$ cat config.mk
export PLATFORM = sky130hd
export DESIGN_NAME = selector_switch
export DESIGN_NICKNAME = d
export VERILOG_FILES = /design/src/rtl/alarm_stretch.v /design/src/rtl/selector_switch.v
export VERILOG_INCLUDE_DIRS = /design/src /design/src/shared
export SDC_FILE = /design/constraint.sdc
export NUM_CORES = 1
export LEC_CHECK = 0
export ABC_AREA = 1
export BUFFER_PORTS_ARGS = -buffer_cell sky130_fd_sc_hd__buf_2
export CELL_PAD_IN_SITES_DETAIL_PLACEMENT = 2
export CELL_PAD_IN_SITES_GLOBAL_PLACEMENT = 2
export CORE_MARGIN = 3
export CORE_UTILIZATION = 35
export CTS_BUF_LIST = sky130_fd_sc_hd__clkbuf_2 sky130_fd_sc_hd__clkbuf_4 sky130_fd_sc_hd__clkbuf_8
export DETAILED_ROUTE_END_ITERATION = 10
export PLACE_DENSITY_LB_ADDON = 0.1
export RECOVER_POWER = 100
export SETUP_SLACK_MARGIN = 0.15
export SLEW_MARGIN = 30
export SYNTH_ARGS = -nofsm -noshare
export SYNTH_HDL_FRONTEND = slang
export SYNTH_SLANG_ARGS = --single-unit
$ cat constraint.sdc
create_clock -name aclk -period 2.6 [get_ports aclk]
set_input_delay 0.65 -clock aclk [delete_from_list [all_inputs] [get_ports aclk]]
set_output_delay 0.65 -clock aclk [all_outputs]
set_load 0.01 [all_outputs]
$ cat src/shared/selector_regs.vh
// Register offsets, field positions, reset values and timing counts of the selector element
`ifndef SELECTOR_REGS_VH
`define SELECTOR_REGS_VH

// Clock rate and derived timing
`define CLK_HZ 100000000
`define ALARM_HOLD_S 3
`define ALARM_HOLD_CYC (`ALARM_HOLD_S * `CLK_HZ)
`define TIMEOUT_DEF_MS 5000
`define TIMEOUT_DEF_CYC (`TIMEOUT_DEF_MS * (`CLK_HZ / 1000))

// Register byte offsets
`define ADDR_CTRL 8'h00
`define ADDR_TIMEOUT 8'h04
`define ADDR_STATUS 8'h08
`define ADDR_INT_STATUS 8'h0C
`define ADDR_INT_MASK 8'h10
`define ADDR_LAST_EVENT 8'h14

// Control register fields
`define CTRL_RANGE_LSB 0
`define CTRL_STEP_ACK_BIT 3
`define CTRL_WORD_ACK_BIT 4
`define CTRL_EVENTS_BIT 5
`define CTRL_RANGE_RST 3'h7

// Status register fields
`define STAT_POS_LSB 0
`define STAT_PRE_LSB 4
`define STAT_STEP_BUSY_BIT 8
`define STAT_WORD_BUSY_BIT 9
`define STAT_PWR_ALM_BIT 12
`define STAT_STEP_ALM_BIT 13
`define STAT_WORD_ALM_BIT 14

// Interrupt status and mask bits
`define INT_POS_BIT 0
`define INT_STEP_BIT 1
`define INT_WORD_BIT 2
`define INT_PWR_BIT 3

// Event record codes
`define EV_NONE 2'h0
`define EV_POS 2'h1
`define EV_STEP_ALM 2'h2
`define EV_WORD_ALM 2'h3

// Bus responses
`define RESP_OKAY 2'h0
`define RESP_SLVERR 2'h2

`endif

$ cat src/rtl/alarm_stretch.v
// Holds an alarm level for a fixed number of cycles after each trigger
`timescale 1ns/1ps
`default_nettype none

module alarm_stretch #(
  parameter [31:0] HOLD_CYCLES = 32'h0000_0010
) (
  // Clock and reset
  input wire aclk,
  input wire aresetn,
  // Trigger pulse and held level
  input wire trigger,
  output wire active
);

  reg [31:0] cnt_q; // Cycles left in the hold
  reg active_q; // Held alarm level

  // Retrigger restarts the full hold; level lasts exactly HOLD_CYCLES
  always @(posedge aclk) begin
    if (!aresetn) begin
      cnt_q <= 32'h0000_0000;
      active_q <= 1'b0;
    end else if (trigger) begin
      cnt_q <= HOLD_CYCLES;
      active_q <= 1'b1;
    end else begin
      if (cnt_q != 32'h0000_0000) begin
        cnt_q <= cnt_q - 32'h0000_0001;
      end
      active_q <= (cnt_q > 32'h0000_0001);
    end
  end

  assign active = active_q;

endmodule // alarm_stretch

`default_nettype wire

$ cat src/rtl/selector_switch.v
// Selector element: power-up, step and word selection, alarms, events, AXI4-Lite registers
// Function
// - Restore policy reloads stored position
// - Sync policy takes current select word
// - Sync applies immediately, no timeout, confirm
// - Rest or out-of-range word: position 0, alarm
// - Out-of-range stored position: position 0, alarm
// - Log event with new position on change
// - Log alarm for unconfirmed step preselection
// - Log alarm for unconfirmed word preselection
// - Show position one-hot and as code
// - Word values 1-7 map, 000 rests
// - Each alarm held three seconds
// - Step edge increments, wraps to 1
// - Step and word paths lock out mutually
//
// Our own choices: the AXI4-Lite slave port and the register offsets.
`timescale 1ns/1ps
`default_nettype none
`include "selector_regs.vh"

module selector_switch #(
  parameter [31:0] ALARM_HOLD_CYCLES = `ALARM_HOLD_CYC
) (
  // Clock and reset
  input wire aclk,
  input wire aresetn,
  // AXI4-Lite write address and data
  input wire [7:0] awaddr,
  input wire awvalid,
  output wire awready,
  input wire [31:0] wdata,
  input wire [3:0] wstrb,
  input wire wvalid,
  output wire wready,
  // AXI4-Lite write response
  output wire [1:0] bresp,
  output wire bvalid,
  input wire bready,
  // AXI4-Lite read
  input wire [7:0] araddr,
  input wire arvalid,
  output wire arready,
  output wire [31:0] rdata,
  output wire [1:0] rresp,
  output wire rvalid,
  input wire rready,
  // Control inputs
  input wire step_advance_input,
  input wire step_confirm_input,
  input wire [2:0] select_word_input,
  input wire word_confirm_input,
  input wire powerup_policy,
  // Non-volatile position storage
  input wire [2:0] nv_pos_in,
  output wire nv_write,
  output wire [2:0] nv_pos_out,
  // Position outputs
  output wire [7:1] pos_flags,
  output wire [2:0] pos_code,
  // Alarms
  output wire powerup_fault_flag,
  output wire step_confirm_fault_flag,
  output wire word_confirm_fault_flag,
  output wire any_fault_flag,
  // Event record
  output wire event_valid,
  output wire [1:0] event_code,
  output wire [2:0] event_pos,
  // Interrupt
  output wire irq
);

  // Sequencer states
  localparam [1:0] ST_INIT = 2'h0;
  localparam [1:0] ST_IDLE = 2'h1;
  localparam [1:0] ST_STEP = 2'h2;
  localparam [1:0] ST_WORD = 2'h3;

  // Word is a real position within the configured range
  function in_range;
    input [2:0] p;
    input [2:0] full;
    begin
      in_range = (p != 3'h0) && (p <= full);
    end
  endfunction

  // Next step position with wrap to position 1
  function [2:0] next_step;
    input [2:0] p;
    input [2:0] full;
    begin
      next_step = (p >= full) ? 3'h1 : p + 3'h1;
    end
  endfunction

  // Byte-lane merge for partial writes
  function [31:0] merge;
    input [31:0] old;
    input [31:0] nw;
    input [3:0] strb;
    integer i;
    begin
      merge = old;
      for (i = 0; i < 4; i = i + 1) begin
        if (strb[i]) begin
          merge[i*8 +: 8] = nw[i*8 +: 8];
        end
      end
    end
  endfunction

  // Configuration registers
  reg [2:0] range_q; // Upper position limit
  reg step_ack_q; // Step path needs confirm
  reg word_ack_q; // Word path needs confirm
  reg events_q; // Event logging enable
  reg [31:0] timeout_q; // Commit timeout in cycles
  reg [3:0] int_status_q; // Sticky event bits
  reg [3:0] int_mask_q; // Interrupt enables
  reg irq_q; // Interrupt output
  // Sequencer state
  reg [1:0] st_q;
  reg [1:0] st_d;
  reg [2:0] pos_q; // Active position, 0 means none
  reg [2:0] pre_q; // Preselected position
  reg [2:0] pre_d;
  reg [31:0] tmr_q; // Commit timer
  reg [31:0] tmr_d;
  reg step_prev_q; // Edge detection history
  reg sconf_prev_q;
  reg wconf_prev_q;
  reg [2:0] word_prev_q;
  // Outputs from flops
  reg [7:1] flags_q;
  reg nv_write_q;
  reg ev_valid_q;
  reg [1:0] ev_code_q;
  reg [2:0] ev_pos_q;
  reg [5:0] last_event_q;
  reg any_q;
  // Apply and alarm strobes
  reg do_apply;
  reg [2:0] apply_pos;
  reg pwr_set;
  reg step_set;
  reg word_set;
  // Bus slave state
  reg awready_q;
  reg wready_q;
  reg aw_got_q;
  reg w_got_q;
  reg [7:0] waddr_q;
  reg [31:0] wdata_q;
  reg [3:0] wstrb_q;
  reg bvalid_q;
  reg [1:0] bresp_q;
  reg arready_q;
  reg rvalid_q;
  reg [31:0] rdata_q;
  reg [1:0] rresp_q;

  wire pwr_alm;
  wire step_alm;
  wire word_alm;
  wire step_rise = step_advance_input & ~step_prev_q;
  wire sconf_rise = step_confirm_input & ~sconf_prev_q;
  wire wconf_rise = word_confirm_input & ~wconf_prev_q;
  wire word_chg = (select_word_input != word_prev_q);
  // A zero timeout would never expire; treat it as one cycle
  wire [31:0] tout = (timeout_q == 32'h0000_0000) ? 32'h0000_0001 : timeout_q;
  wire pos_changed = do_apply && (apply_pos != pos_q);
  wire wr_en = aw_got_q && w_got_q && !bvalid_q;
  wire [3:0] int_events = {pwr_set, word_set, step_set, pos_changed};

  // Selection sequencer decision
  always @* begin
    st_d = st_q;
    pre_d = pre_q;
    tmr_d = (tmr_q != 32'h0000_0000) ? tmr_q - 32'h0000_0001 : tmr_q;
    do_apply = 1'b0;
    apply_pos = pre_q;
    pwr_set = 1'b0;
    step_set = 1'b0;
    word_set = 1'b0;
    case (st_q)
      ST_INIT: begin
        st_d = ST_IDLE;
        do_apply = 1'b1;
        if (powerup_policy) begin
          if (in_range(select_word_input, range_q)) begin
            apply_pos = select_word_input;
          end else begin
            apply_pos = 3'h0;
            pwr_set = 1'b1;
          end
        end else begin
          if (nv_pos_in <= range_q) begin
            apply_pos = nv_pos_in;
          end else begin
            apply_pos = 3'h0;
            pwr_set = 1'b1;
          end
        end
      end
      ST_IDLE: begin
        // Step wins a same-cycle tie with a word change
        if (step_rise) begin
          st_d = ST_STEP;
          pre_d = next_step(pos_q, range_q);
          tmr_d = tout;
        end else if (word_chg && select_word_input != 3'h0) begin
          if (in_range(select_word_input, range_q)) begin
            st_d = ST_WORD;
            pre_d = select_word_input;
            tmr_d = tout;
          end else begin
            word_set = 1'b1;
          end
        end
      end
      ST_STEP: begin
        if (step_rise) begin
          pre_d = next_step(pre_q, range_q);
          tmr_d = tout;
        end else if (step_ack_q && sconf_rise) begin
          st_d = ST_IDLE;
          do_apply = 1'b1;
        end else if (tmr_q == 32'h0000_0001) begin
          st_d = ST_IDLE;
          step_set = step_ack_q;
          do_apply = !step_ack_q;
        end
      end
      ST_WORD: begin
        if (word_chg && select_word_input != 3'h0) begin
          if (in_range(select_word_input, range_q)) begin
            pre_d = select_word_input;
            tmr_d = tout;
          end else begin
            // Out-of-range word aborts the sequence
            st_d = ST_IDLE;
            word_set = 1'b1;
          end
        end else if (word_ack_q && wconf_rise) begin
          st_d = ST_IDLE;
          do_apply = 1'b1;
        end else if (tmr_q == 32'h0000_0001) begin
          st_d = ST_IDLE;
          word_set = word_ack_q;
          do_apply = !word_ack_q;
        end
      end
      default: begin
        st_d = ST_IDLE;
      end
    endcase
  end

  // Sequencer, position outputs, storage and event record
  always @(posedge aclk) begin
    if (!aresetn) begin
      st_q <= ST_INIT;
      pos_q <= 3'h0;
      pre_q <= 3'h0;
      tmr_q <= 32'h0000_0000;
      step_prev_q <= 1'b0;
      sconf_prev_q <= 1'b0;
      wconf_prev_q <= 1'b0;
      word_prev_q <= 3'h0;
      flags_q <= 7'h00;
      nv_write_q <= 1'b0;
      ev_valid_q <= 1'b0;
      ev_code_q <= `EV_NONE;
      ev_pos_q <= 3'h0;
      last_event_q <= 6'h00;
      any_q <= 1'b0;
    end else begin
      st_q <= st_d;
      pre_q <= pre_d;
      tmr_q <= tmr_d;
      step_prev_q <= step_advance_input;
      sconf_prev_q <= step_confirm_input;
      wconf_prev_q <= word_confirm_input;
      word_prev_q <= select_word_input;
      any_q <= pwr_alm | step_alm | word_alm;
      nv_write_q <= do_apply;
      if (do_apply) begin
        pos_q <= apply_pos;
        flags_q <= (apply_pos == 3'h0) ? 7'h00 : (7'h01 << (apply_pos - 3'h1));
      end
      ev_valid_q <= 1'b0;
      // Only one event can occur per cycle by construction
      if (events_q) begin
        if (pos_changed) begin
          ev_valid_q <= 1'b1;
          ev_code_q <= `EV_POS;
          ev_pos_q <= apply_pos;
          last_event_q <= {1'b0, `EV_POS, apply_pos};
        end else if (step_set) begin
          ev_valid_q <= 1'b1;
          ev_code_q <= `EV_STEP_ALM;
          ev_pos_q <= pre_q;
          last_event_q <= {1'b0, `EV_STEP_ALM, pre_q};
        end else if (word_set) begin
          ev_valid_q <= 1'b1;
          ev_code_q <= `EV_WORD_ALM;
          ev_pos_q <= select_word_input;
          last_event_q <= {1'b0, `EV_WORD_ALM, select_word_input};
        end
      end
    end
  end

  alarm_stretch #(.HOLD_CYCLES(ALARM_HOLD_CYCLES)) u_pwr (
    .aclk(aclk), .aresetn(aresetn), .trigger(pwr_set), .active(pwr_alm));
  alarm_stretch #(.HOLD_CYCLES(ALARM_HOLD_CYCLES)) u_step (
    .aclk(aclk), .aresetn(aresetn), .trigger(step_set), .active(step_alm));
  alarm_stretch #(.HOLD_CYCLES(ALARM_HOLD_CYCLES)) u_word (
    .aclk(aclk), .aresetn(aresetn), .trigger(word_set), .active(word_alm));

  // Bus write path, config registers and sticky interrupt bits
  always @(posedge aclk) begin
    if (!aresetn) begin
      awready_q <= 1'b0;
      wready_q <= 1'b0;
      aw_got_q <= 1'b0;
      w_got_q <= 1'b0;
      waddr_q <= 8'h00;
      wdata_q <= 32'h0000_0000;
      wstrb_q <= 4'h0;
      bvalid_q <= 1'b0;
      bresp_q <= `RESP_OKAY;
      range_q <= `CTRL_RANGE_RST;
      step_ack_q <= 1'b0;
      word_ack_q <= 1'b0;
      events_q <= 1'b0;
      timeout_q <= `TIMEOUT_DEF_CYC;
      int_status_q <= 4'h0;
      int_mask_q <= 4'h0;
      irq_q <= 1'b0;
    end else begin
      // Ready is a one-cycle pulse once valid is seen; master holds valid meanwhile
      awready_q <= awvalid && !awready_q && !aw_got_q && !bvalid_q;
      wready_q <= wvalid && !wready_q && !w_got_q && !bvalid_q;
      if (awvalid && awready_q) begin
        aw_got_q <= 1'b1;
        waddr_q <= awaddr;
      end
      if (wvalid && wready_q) begin
        w_got_q <= 1'b1;
        wdata_q <= wdata;
        wstrb_q <= wstrb;
      end
      if (bvalid_q && bready) begin
        bvalid_q <= 1'b0;
      end
      // Hardware set wins over a write-one-to-clear in the same cycle
      int_status_q <= int_status_q | int_events;
      if (wr_en) begin
        aw_got_q <= 1'b0;
        w_got_q <= 1'b0;
        bvalid_q <= 1'b1;
        bresp_q <= `RESP_OKAY;
        case ({waddr_q[7:2], 2'b00})
          `ADDR_CTRL: begin
            if (wstrb_q[0]) begin
              range_q <= wdata_q[`CTRL_RANGE_LSB +: 3];
              step_ack_q <= wdata_q[`CTRL_STEP_ACK_BIT];
              word_ack_q <= wdata_q[`CTRL_WORD_ACK_BIT];
              events_q <= wdata_q[`CTRL_EVENTS_BIT];
            end
          end
          `ADDR_TIMEOUT: timeout_q <= merge(timeout_q, wdata_q, wstrb_q);
          `ADDR_INT_STATUS: begin
            if (wstrb_q[0]) begin
              int_status_q <= (int_status_q & ~wdata_q[3:0]) | int_events;
            end
          end
          `ADDR_INT_MASK: begin
            if (wstrb_q[0]) begin
              int_mask_q <= wdata_q[3:0];
            end
          end
          `ADDR_STATUS, `ADDR_LAST_EVENT: bresp_q <= `RESP_OKAY;
          default: bresp_q <= `RESP_SLVERR;
        endcase
      end
      // Level interrupt, one cycle behind the sticky bits
      irq_q <= |(int_status_q & int_mask_q);
    end
  end

  // Bus read path; reads have no side effects
  always @(posedge aclk) begin
    if (!aresetn) begin
      arready_q <= 1'b0;
      rvalid_q <= 1'b0;
      rdata_q <= 32'h0000_0000;
      rresp_q <= `RESP_OKAY;
    end else begin
      arready_q <= arvalid && !arready_q && !rvalid_q;
      if (rvalid_q && rready) begin
        rvalid_q <= 1'b0;
      end
      if (arvalid && arready_q) begin
        rvalid_q <= 1'b1;
        rresp_q <= `RESP_OKAY;
        rdata_q <= 32'h0000_0000;
        case ({araddr[7:2], 2'b00})
          `ADDR_CTRL: begin
            rdata_q[`CTRL_RANGE_LSB +: 3] <= range_q;
            rdata_q[`CTRL_STEP_ACK_BIT] <= step_ack_q;
            rdata_q[`CTRL_WORD_ACK_BIT] <= word_ack_q;
            rdata_q[`CTRL_EVENTS_BIT] <= events_q;
          end
          `ADDR_TIMEOUT: rdata_q <= timeout_q;
          `ADDR_STATUS: begin
            rdata_q[`STAT_POS_LSB +: 3] <= pos_q;
            rdata_q[`STAT_PRE_LSB +: 3] <= pre_q;
            rdata_q[`STAT_STEP_BUSY_BIT] <= (st_q == ST_STEP);
            rdata_q[`STAT_WORD_BUSY_BIT] <= (st_q == ST_WORD);
            rdata_q[`STAT_PWR_ALM_BIT] <= pwr_alm;
            rdata_q[`STAT_STEP_ALM_BIT] <= step_alm;
            rdata_q[`STAT_WORD_ALM_BIT] <= word_alm;
          end
          `ADDR_INT_STATUS: rdata_q[3:0] <= int_status_q;
          `ADDR_INT_MASK: rdata_q[3:0] <= int_mask_q;
          `ADDR_LAST_EVENT: rdata_q[5:0] <= last_event_q;
          default: rresp_q <= `RESP_SLVERR;
        endcase
      end
    end
  end

  // Output wiring, all straight from flops
  assign awready = awready_q;
  assign wready = wready_q;
  assign bvalid = bvalid_q;
  assign bresp = bresp_q;
  assign arready = arready_q;
  assign rvalid = rvalid_q;
  assign rdata = rdata_q;
  assign rresp = rresp_q;
  assign nv_write = nv_write_q;
  assign nv_pos_out = pos_q;
  assign pos_flags = flags_q;
  assign pos_code = pos_q;
  assign powerup_fault_flag = pwr_alm;
  assign step_confirm_fault_flag = step_alm;
  assign word_confirm_fault_flag = word_alm;
  assign any_fault_flag = any_q;
  assign event_valid = ev_valid_q;
  assign event_code = ev_code_q;
  assign event_pos = ev_pos_q;
  assign irq = irq_q;

endmodule // selector_switch

`default_nettype wire

Word level (Yosys, flattened, before mapping)
Cells that the tools add are included.

storage, ports and cells
  memory bits (writable) = 0
  memories = 0
  bits in latches = 0
  word-level logic and storage cells = 250
  input port bits = 69
  bits in read-only memories = 0
  output and inout bits = 66
  register bits = 300

operators by class
  multiply operators = 0
  reduce and logical (&&, ||, !) cells = 63
  magnitude comparators = 7
  shift-type cells = 1
  mux-type cells = 89
  bitwise operators = 14
  $add $sub $neg = 7
  div/mod/pow operators = 0
  equal/unequal tests = 21

operator list
  cell                                                  count
  two-way mux 32 bit                                    6
  two-way mux 29 bit                                    6
  nonzero test 32 bit                                   4
  subtractor 32 x 1 -> 32 bit (second input constant)   4
  > comparator 32 x 1 -> 1 bit (second input constant)  3
  one-hot mux 32 bit (3 select lines)                   1
  two-way mux 3 bit                                     13
  == test 32 x 1 -> 1 bit (second input constant)       1
  logical NOT 32 bit                                    1
  two-way mux 1 bit                                     30
  two-way mux 2 bit                                     15
  == test 6 x 2 -> 1 bit (second input constant)        4
  == test 6 x 3 -> 1 bit (second input constant)        4
  logical AND 1 bit                                     20
  two-way mux 6 bit                                     3
  one-hot mux 3 bit (6 select lines)                    1
  AND reduction 3 bit                                   6
  two-way mux 17 bit                                    1
  one-hot mux 2 bit (4 select lines)                    2
  == test 6 x 1 -> 1 bit (second input constant)        2
  logical NOT 6 bit                                     2
  two-way mux 4 bit                                     3
  OR reduction 6 bit                                    2
  nonzero test 2 bit                                    5
  31 further kinds                                      63

Depth between registers and ports, before layout
Gate-level depths: netlist of the first run.

  depth in word-level cells = 11
  mapped depth = 20
  mapped depth without buffers = 20

Cells and area by module
Synthesis of the first run repeated with hierarchy kept, for this count alone.

unflattened totals
  cells, all modules = 2,207
  area, all modules = 15,458.6 um^2

by module, submodules not included
  module           seq. area each (um^2)  cells each  instances  area each (um^2)
  selector_switch  3,823.7                1,289       1          9,246.4
  alarm_stretch    660.6                  306         3          2,070.7

Least setup slack after synthesis of the first run
No wires, ideal clock.

  kind = input port to flip-flop
  start point = input select_word_input[2]
  end point = register flags_q, in the netlist pos_flags[2]
  data required time = 2.472 ns
  path buffers = 0
  library setup time = 0.128 ns
  stages = 15
  path slack = 0.173 ns
  arrival = 2.300 ns
  cells stage by stage = ha_1 -> a21oi_1 -> nand2_1 -> nand2_1 -> nand3_1 -> nand3_1 -> nand2_1 -> inv_1 -> nor2_1 -> ha_1 -> inv_1 -> nand2_1 -> inv_2 -> a22oi_1 -> nor2_1

on the way
  word-level cells in the longest chain between the ends = 8
  elaborated cells on any way between the ends = 14
  classes of those cells = add/sub (1); order compare (1); eq/ne (1); shift (1); mux (6); reduce/logical (4)

ends and longest elaborated chain
  element                                                           line                                         RTL
  start, declared                                                   selector_switch.v:51                         input wire [2:0] select_word_input,
  <= comparator 3 bit / nonzero test 3 bit (equally long branches)  selector_switch.v:85, selector_switch.v:237
  logical AND 1 bit                                                 selector_switch.v:85                         in_range = (p != 3'h0) && (p <= full);
  two-way mux 3 bit                                                 selector_switch.v:192                        if (in_range(select_word_input, range_q)) begin
  two-way mux 3 bit                                                 selector_switch.v:191                        if (powerup_policy) begin
  two-way mux 3 bit                                                 selector_switch.v:187                        case (st_q)
  subtractor 3 x 1 -> 3 bit                                         selector_switch.v:291                        flags_q <= (apply_pos == 3'h0) ? 7'h00 : (7'h01 << (apply_pos - 3'h1));
  left shift 1 x 3 -> 7 bit                                         selector_switch.v:291
  two-way mux 7 bit                                                 selector_switch.v:291
  end signal, assigned                                              selector_switch.v:291
  end, declared                                                     selector_switch.v:136                        reg [7:1] flags_q;

Several ways; a longest one is shown, not always the timed one.
A chain may end at the register's enable or synchronous reset.

==> results of run 1 <==
==> metal layers <==
layer  track usage  vias up  share of wire  routed length, microns
met1         0.304     6959           0.44                   22500
li1              -     6839              -                       -
met2         0.437      155           0.51                   26400
met4        0.0749        2          0.022                    1130
met3        0.0383       76          0.028                    1460
met5             0        -        0.00039                      20
==> through the flow <==
| stage | cell area, sq um | total power, mW | hold WS [ns] | setup TNS (ns) |
|---|---|---|---|---|
| 2_1_floorplan | 14000 | 12.0 | 0.396 | 0 |
| 3_3_place_gp | 15500 | 13.9 | 0.411 | -0.271 |
| 3_5_place_dp | 15500 | 14.4 | 0.415 | -3.33 |
| 4_1_cts | 16800 | 19.7 | 0.176 | 0 |
| 5_1_grt | 16700 | 21.3 | 0.205 | 0 |
| 6_report | 16700 | 19.6 | 0.230 | 0 |
==> power groups by stage <==
stage	clock, mW	combinational, mW	sequential (mW)
after detailed placement	0	8.02	6.35
after global routing	5.48	9.38	6.45
after floorplan	0	5.93	6.08
after global placement	0	7.60	6.29
final	5.10	8.16	6.29
after CTS	5.25	8.21	6.29
==> cell usage after synthesis (all sizes together) (2+ instances only) <==
| cell type | number |
|---|---|
| a211oi | 7 |
| a21oi | 163 |
| a22oi | 8 |
| a31oi | 16 |
| a32oi | 3 |
| a41oi | 5 |
| buf | 21 |
| clkbuf | 36 |
| clkinv | 2 |
| dfxtp | 290 |
| ha | 24 |
| inv | 236 |
| nand2 | 388 |
| nand3 | 95 |
| nand3b | 6 |
| nand4 | 31 |
| nor2 | 377 |
| nor3 | 47 |
| nor3b | 14 |
| nor4 | 16 |
| o211ai | 6 |
| o21a | 3 |
| o21ai | 108 |
| o21bai | 2 |
| o221ai | 3 |
| o22ai | 8 |
| o31ai | 7 |
| or2 | 13 |
| or3 | 2 |
| xnor2 | 24 |
| xor2 | 24 |
==> critical path: stages <==
cell and delay, ns:
clkbuf_1 0.95, clkbuf_4 0.79, o21ai_0 0.32, nor2_1 0.19
==> path summary, 6_finish.rpt <==
kind / from / end / slack [ns] / cells past startpoint
worst max register to register: range_q[2] / tmr_q[27] / 0.27 / 13
worst min-delay path: step_advance_input / step_prev_q / 0.23 / 3
worst max-delay path: aresetn / wdata_q[21] / 0.21 / 4
worst min register to register: aw_got_q / awready / 0.44 / 1
==> cells by family after synthesis <==
group	count (synthesis)	synth area share
xor+xnor	48	0.0301
buf+inv	295	0.0822
simple gates	991	0.315
flops	290	0.416
compound gates	343	0.135
fa+ha+maj	24	0.0215
other cells	1	0.000268
==> state kept, by name, summed over array words and instances (netlist names), 2 cells and up <==
name	count
u_step.cnt_q	32
timeout_q	32
u_pwr.cnt_q	32
u_word.cnt_q	32
pre_q	3
tmr_q	32
wstrb_q	4
pos_flags	7
word_prev_q	3
range_q	3
st_q	2
waddr_q	6
nv_pos_out	3
int_mask_q	4
wdata_q	32
event_code	2
int_status_q	4
event_pos	2
rdata	32
==> area by class of cell <==
cell class                      count  area, sq um
Fill cell                        4735        22300
Multi-Input combinational cell   1408         7080
Sequential cell                   290         5820
Clock buffer                       85         1080
Timing Repair Buffer              183         1040
Inverter                          238          896
Tap cell                          518          648
Clock inverter                     15          175
Antenna cell                        5         12.5
==> what timing repair did <==
action | in CTS | in global routing
setup buffers | 0 | 3
gates resized for setup | 3 | 31
setup endpoints to repair | 9 | 57
gates cloned | 0 | 0
pin swaps | 0 | 7
==> results.md, run 1 <==
- Run status: complete, no violations
- Synth area leaders: dfxtp_1 (42%), nand2_1 (10%), nor2_1 (9.4%), a21oi_1 (5.8%), inv_1 (5.6%)
- Clock net sink count: 290
- First-pass GRT wire length: just over 80000 microns
- Synth cell types: 54
- Leading area contributor after synthesis: dfxtp_1
- Bufs on Longest Clock Path: 3
- Reg power frac: 0.322
- Critical Path Source Type: primary input
- Switching pwr: about 8.4 mW
- Post-route setup slack: 0.207 ns
- Die ar.: about 42000 sq um
- Crit-path max FO: 63
- Non-Filler Instances: approximately 2700
- CTS tree: done
- Clock Skews: 0.0151 ns
- EDFF count, synth: 0
- Initial Utilization: 0.358
- Pre-CTS WS: -0.203 ns
- RSZ-0062 raised after global routing: yes
- DRT Pass-1 Iters: 4
- Max-cap viol count: 0
- Final Cycle Share: 0.920
- Slew @ Worst Pin: 1.33 ns
- Register bit total from synthesis: 290
- RD Place Congestion: ~0.85
- Syn Inst Count: between 1500 and 2000
- Site Rows: 72
- Skew-Pair Late Insertion Delay: 0.62 ns
- Core area: 39000 sq um
- DRC errors left: 0
- Fmax achieved: 418 MHz
- Remaining antenna violation count: 0
- Worst path arrival time: 2.94 ns
- Final hold vios: 0
- Vias per inst: 5.12
- Most used DFF post-synth: dfxtp_1
- Inserted Clock Buffers: 54
- Tmin final: 2.39 ns
- 1st-iter DRT viols: about 520
- Routed len/inst: 18.8 microns
- Initial antenna violation count: 5
- Ports: 135
- Worst min path class: in2reg
- Number of global-route vias before repair: about 16000
- Post-CTS Hold Fix Bufs: 0
- Vias: 14031
- Finished Core Util: 0.429
- Ys Warns: 0
- Final #Nets: 2268
- Synthesized area per cell: 7.01 sq um
- Slew HR: 0.111
- Net Sw Frac: 0.428
- Final Max Tran Viols: 0
- Pint: between 10 and 15 mW
- Cell Pwr Density: 1170 nW/um^2
- Share of the synthesized area in the top cell type: 0.416
- Largest net degree at the start of global routing: 64
- Final WL: 51500 microns
- Most common cell after layout, fill and taps aside: nand2_1
- Peak VDD IR: 0.587 mV
- Detailed placement HPWL: 37700 microns
- Area Overhead vs Synth: 19.9%
- Commonest cells after routing, fill and taps aside: nand2_1 (374), nor2_1 (347), dfxtp_1 (286), inv_1 (211), a21oi_1 (162)
- Mapped Area: 14000 sq um
- Crit path kind: in2reg
- GR Overflow Total: 0
- Die Height: 206 microns
- Worst Path Required: 3.14 ns
- Htree depth: 2
- PortBufs: 128
- Clk slew on worst S/H paths: 0.06 ns
- Sequential fraction of the synthesis area: 0.416
- Die span in x: 206 microns
- Share of layout cells above drive strength 1: 0.141
- Setup crit end kind: flip-flop
- Clock power share: 0.261
- Synth async-reset ratio: 0
- Static leakage: 7.34 nW
- Combinational share of power: 0.417
- Cells after DPL: approximately 2600
- Root Driver: clkbuf_8
- GRT Total Usage: 0.245
- Endpoints failing setup: 0
No activity file was read; power rests on OpenSTA's default activity.
==> run 2, diff against run 1 <==
REMOVE_ABC_BUFFERS = 1   (was unset)
==> results.md, run 2 (synthesis results as in run 1) <==
- Crit-path max FO: 42
- Peak VDD IR: 0.541 mV
- PortBufs: roughly 130
- Initial antenna violation count: 3
- Die ar.: 42300 sq um
- Largest net degree at the start of global routing: 59
- GRT Total Usage: 0.236
- Core area: 39000 sq um
- Area Overhead vs Synth: 19.4%
- Cell Pwr Density: 1150 nW/um^2
- Skew-Pair Late Insertion Delay: around 0.65 ns
- Remaining antenna violation count: 0
- Root Driver: clkbuf_8
- DRC errors left: 0
- Clock net sink count: 290
- 1st-iter DRT viols: between 400 and 500
- RD Place Congestion: 0.834
- Final Cycle Share: 0.920
- Worst Path Required: 3.14 ns
- Routed len/inst: approximately 18 microns
- Crit path kind: in2reg
- Final WL: ~50000 microns
- Vias per inst: 5.09
- Detailed placement HPWL: between 30000 and 40000 microns
- Site Rows: 72
- Finished Core Util: 0.427
- RSZ-0062 raised after global routing: yes
- Critical Path Source Type: primary input
- Clock Skews: 0.0300 ns
- Vias: 13950
- Worst path arrival time: 2.93 ns
- Worst min path class: in2reg
- Die span in x: 206 microns
- Clk slew on worst S/H paths: around 0.060 ns
- Number of global-route vias before repair: between 15000 and 20000
- Most common cell after layout, fill and taps aside: nand2_1
- GR Overflow Total: 0
- Initial Utilization: 0.358
- Placed inst area: 15500 sq um
- Share of layout cells above drive strength 1: 0.149
- Min-delay src: step_advance_input
- Die Height: approximately 200 microns
- Fmax achieved: between 400 and 500 MHz
- Bufs on Longest Clock Path: 3
- Max-cap viol count: 1
- Commonest cells after routing, fill and taps aside: nand2_1 (373), nor2_1 (341), dfxtp_1 (289), inv_1 (205), a21oi_1 (160)
- Slew @ Worst Pin: around 1.7 ns
- Crit. Startpoint: aresetn
- Tmin final: 2.39 ns
- Static leakage: roughly 7.3 nW
- Htree depth: 2
- Ports: 135
- Post-route cell area: 16700 sq um
- Final #Nets: 2271
- Final Max Tran Viols: 30
- Failing checks: max-capacitance violations, max-slew violations
- DRT Pass-1 Iters: 4
- Run status: finished, violations left
- Reg2reg start: range_q[1]
- Setup crit end kind: flip-flop
- Inserted Clock Buffers: 54
- CTS tree: done
- Final hold vios: 0
- First-pass GRT wire length: 80300 microns
- Slew HR: -0.107
- Endpoints failing setup: 0
-- run 2: changes by cell type in the layout (fill, tap and decap cells not counted), moves of 4 or more --
| cell | before | now |
|---|---|---|
| nor2_2 | 21 | 25 |
| inv_2 | 23 | 30 |
| clkinv_2 | 11 | 4 |
| buf_4 | 39 | 44 |
| nor2_1 | 347 | 341 |
| inv_1 | 211 | 205 |
-- run 2: final timing paths --
check,endpoint,slack [ns],cells past startpoint
setup / recovery,nv_pos_out[2],0.21,4
hold / removal,step_prev_q,0.19,3
setup reg to reg,u_pwr.cnt_q[14],0.23,14
hold reg to reg,wready,0.43,1
-- run 2: cell type report --
class	instances	area, sq um
timing repair buffer	186	1020
sequential	290	5810
tap	518	648
clock buffer	88	1090
fill	4742	22300
inverter	238	896
clock inverter	8	73.8
multi-input combinational	1408	7130
antenna	2	5.00
-- run 2: stage by stage --
step | setup slack, ns | hold WS, ns | TNS [ns] | power [mW] | instances
after CTS | 0.160 | 0.146 | 0 | 19.3 | 2731
after global routing | 0.0284 | 0.173 | 0 | 21.0 | 2738
after detailed placement | -0.200 | 0.412 | -2.59 | 14.3 | 2635
after floorplan | -0.228 | 0.396 | -6.94 | 11.9 | 1936
final | 0.208 | 0.193 | 0 | 19.2 | 2738
after global placement | -0.0516 | 0.404 | -0.349 | 13.8 | 2635
-- run 2: per-layer routing --
metal / routed length, microns / share of wire / track usage
met4: 1050 / 0.021 / 0.0600
met2: 25500 / 0.51 / 0.431
met3: 1600 / 0.032 / 0.0383
met5: 13 / 0.00026 / 0
met1: 21700 / 0.44 / 0.286
-- run 2: critical path: stages --
cell	delay (ns)
clkbuf_1	1.17
inv_4	0.25
clkbuf_4	0.50
a211oi_1	0.31
-- run 2: power by group --
part / internal (mW) / switching [mW] / leakage, nW
registers: 5.35 / 0.902 / 2.37
logic: 2.81 / 5.38 / 4.30
clock network: 2.74 / 2.04 / 0.618
-- run 2: repair_timing --
| item | CTS | global route |
|---|---|---|
| endpoints found under the setup margin | 7 | 61 |
| gates resized for setup | 3 | 30 |
| pin swaps | 0 | 9 |
| hold buffers | 0 | 0 |
| buffers inserted | 0 | 5 |
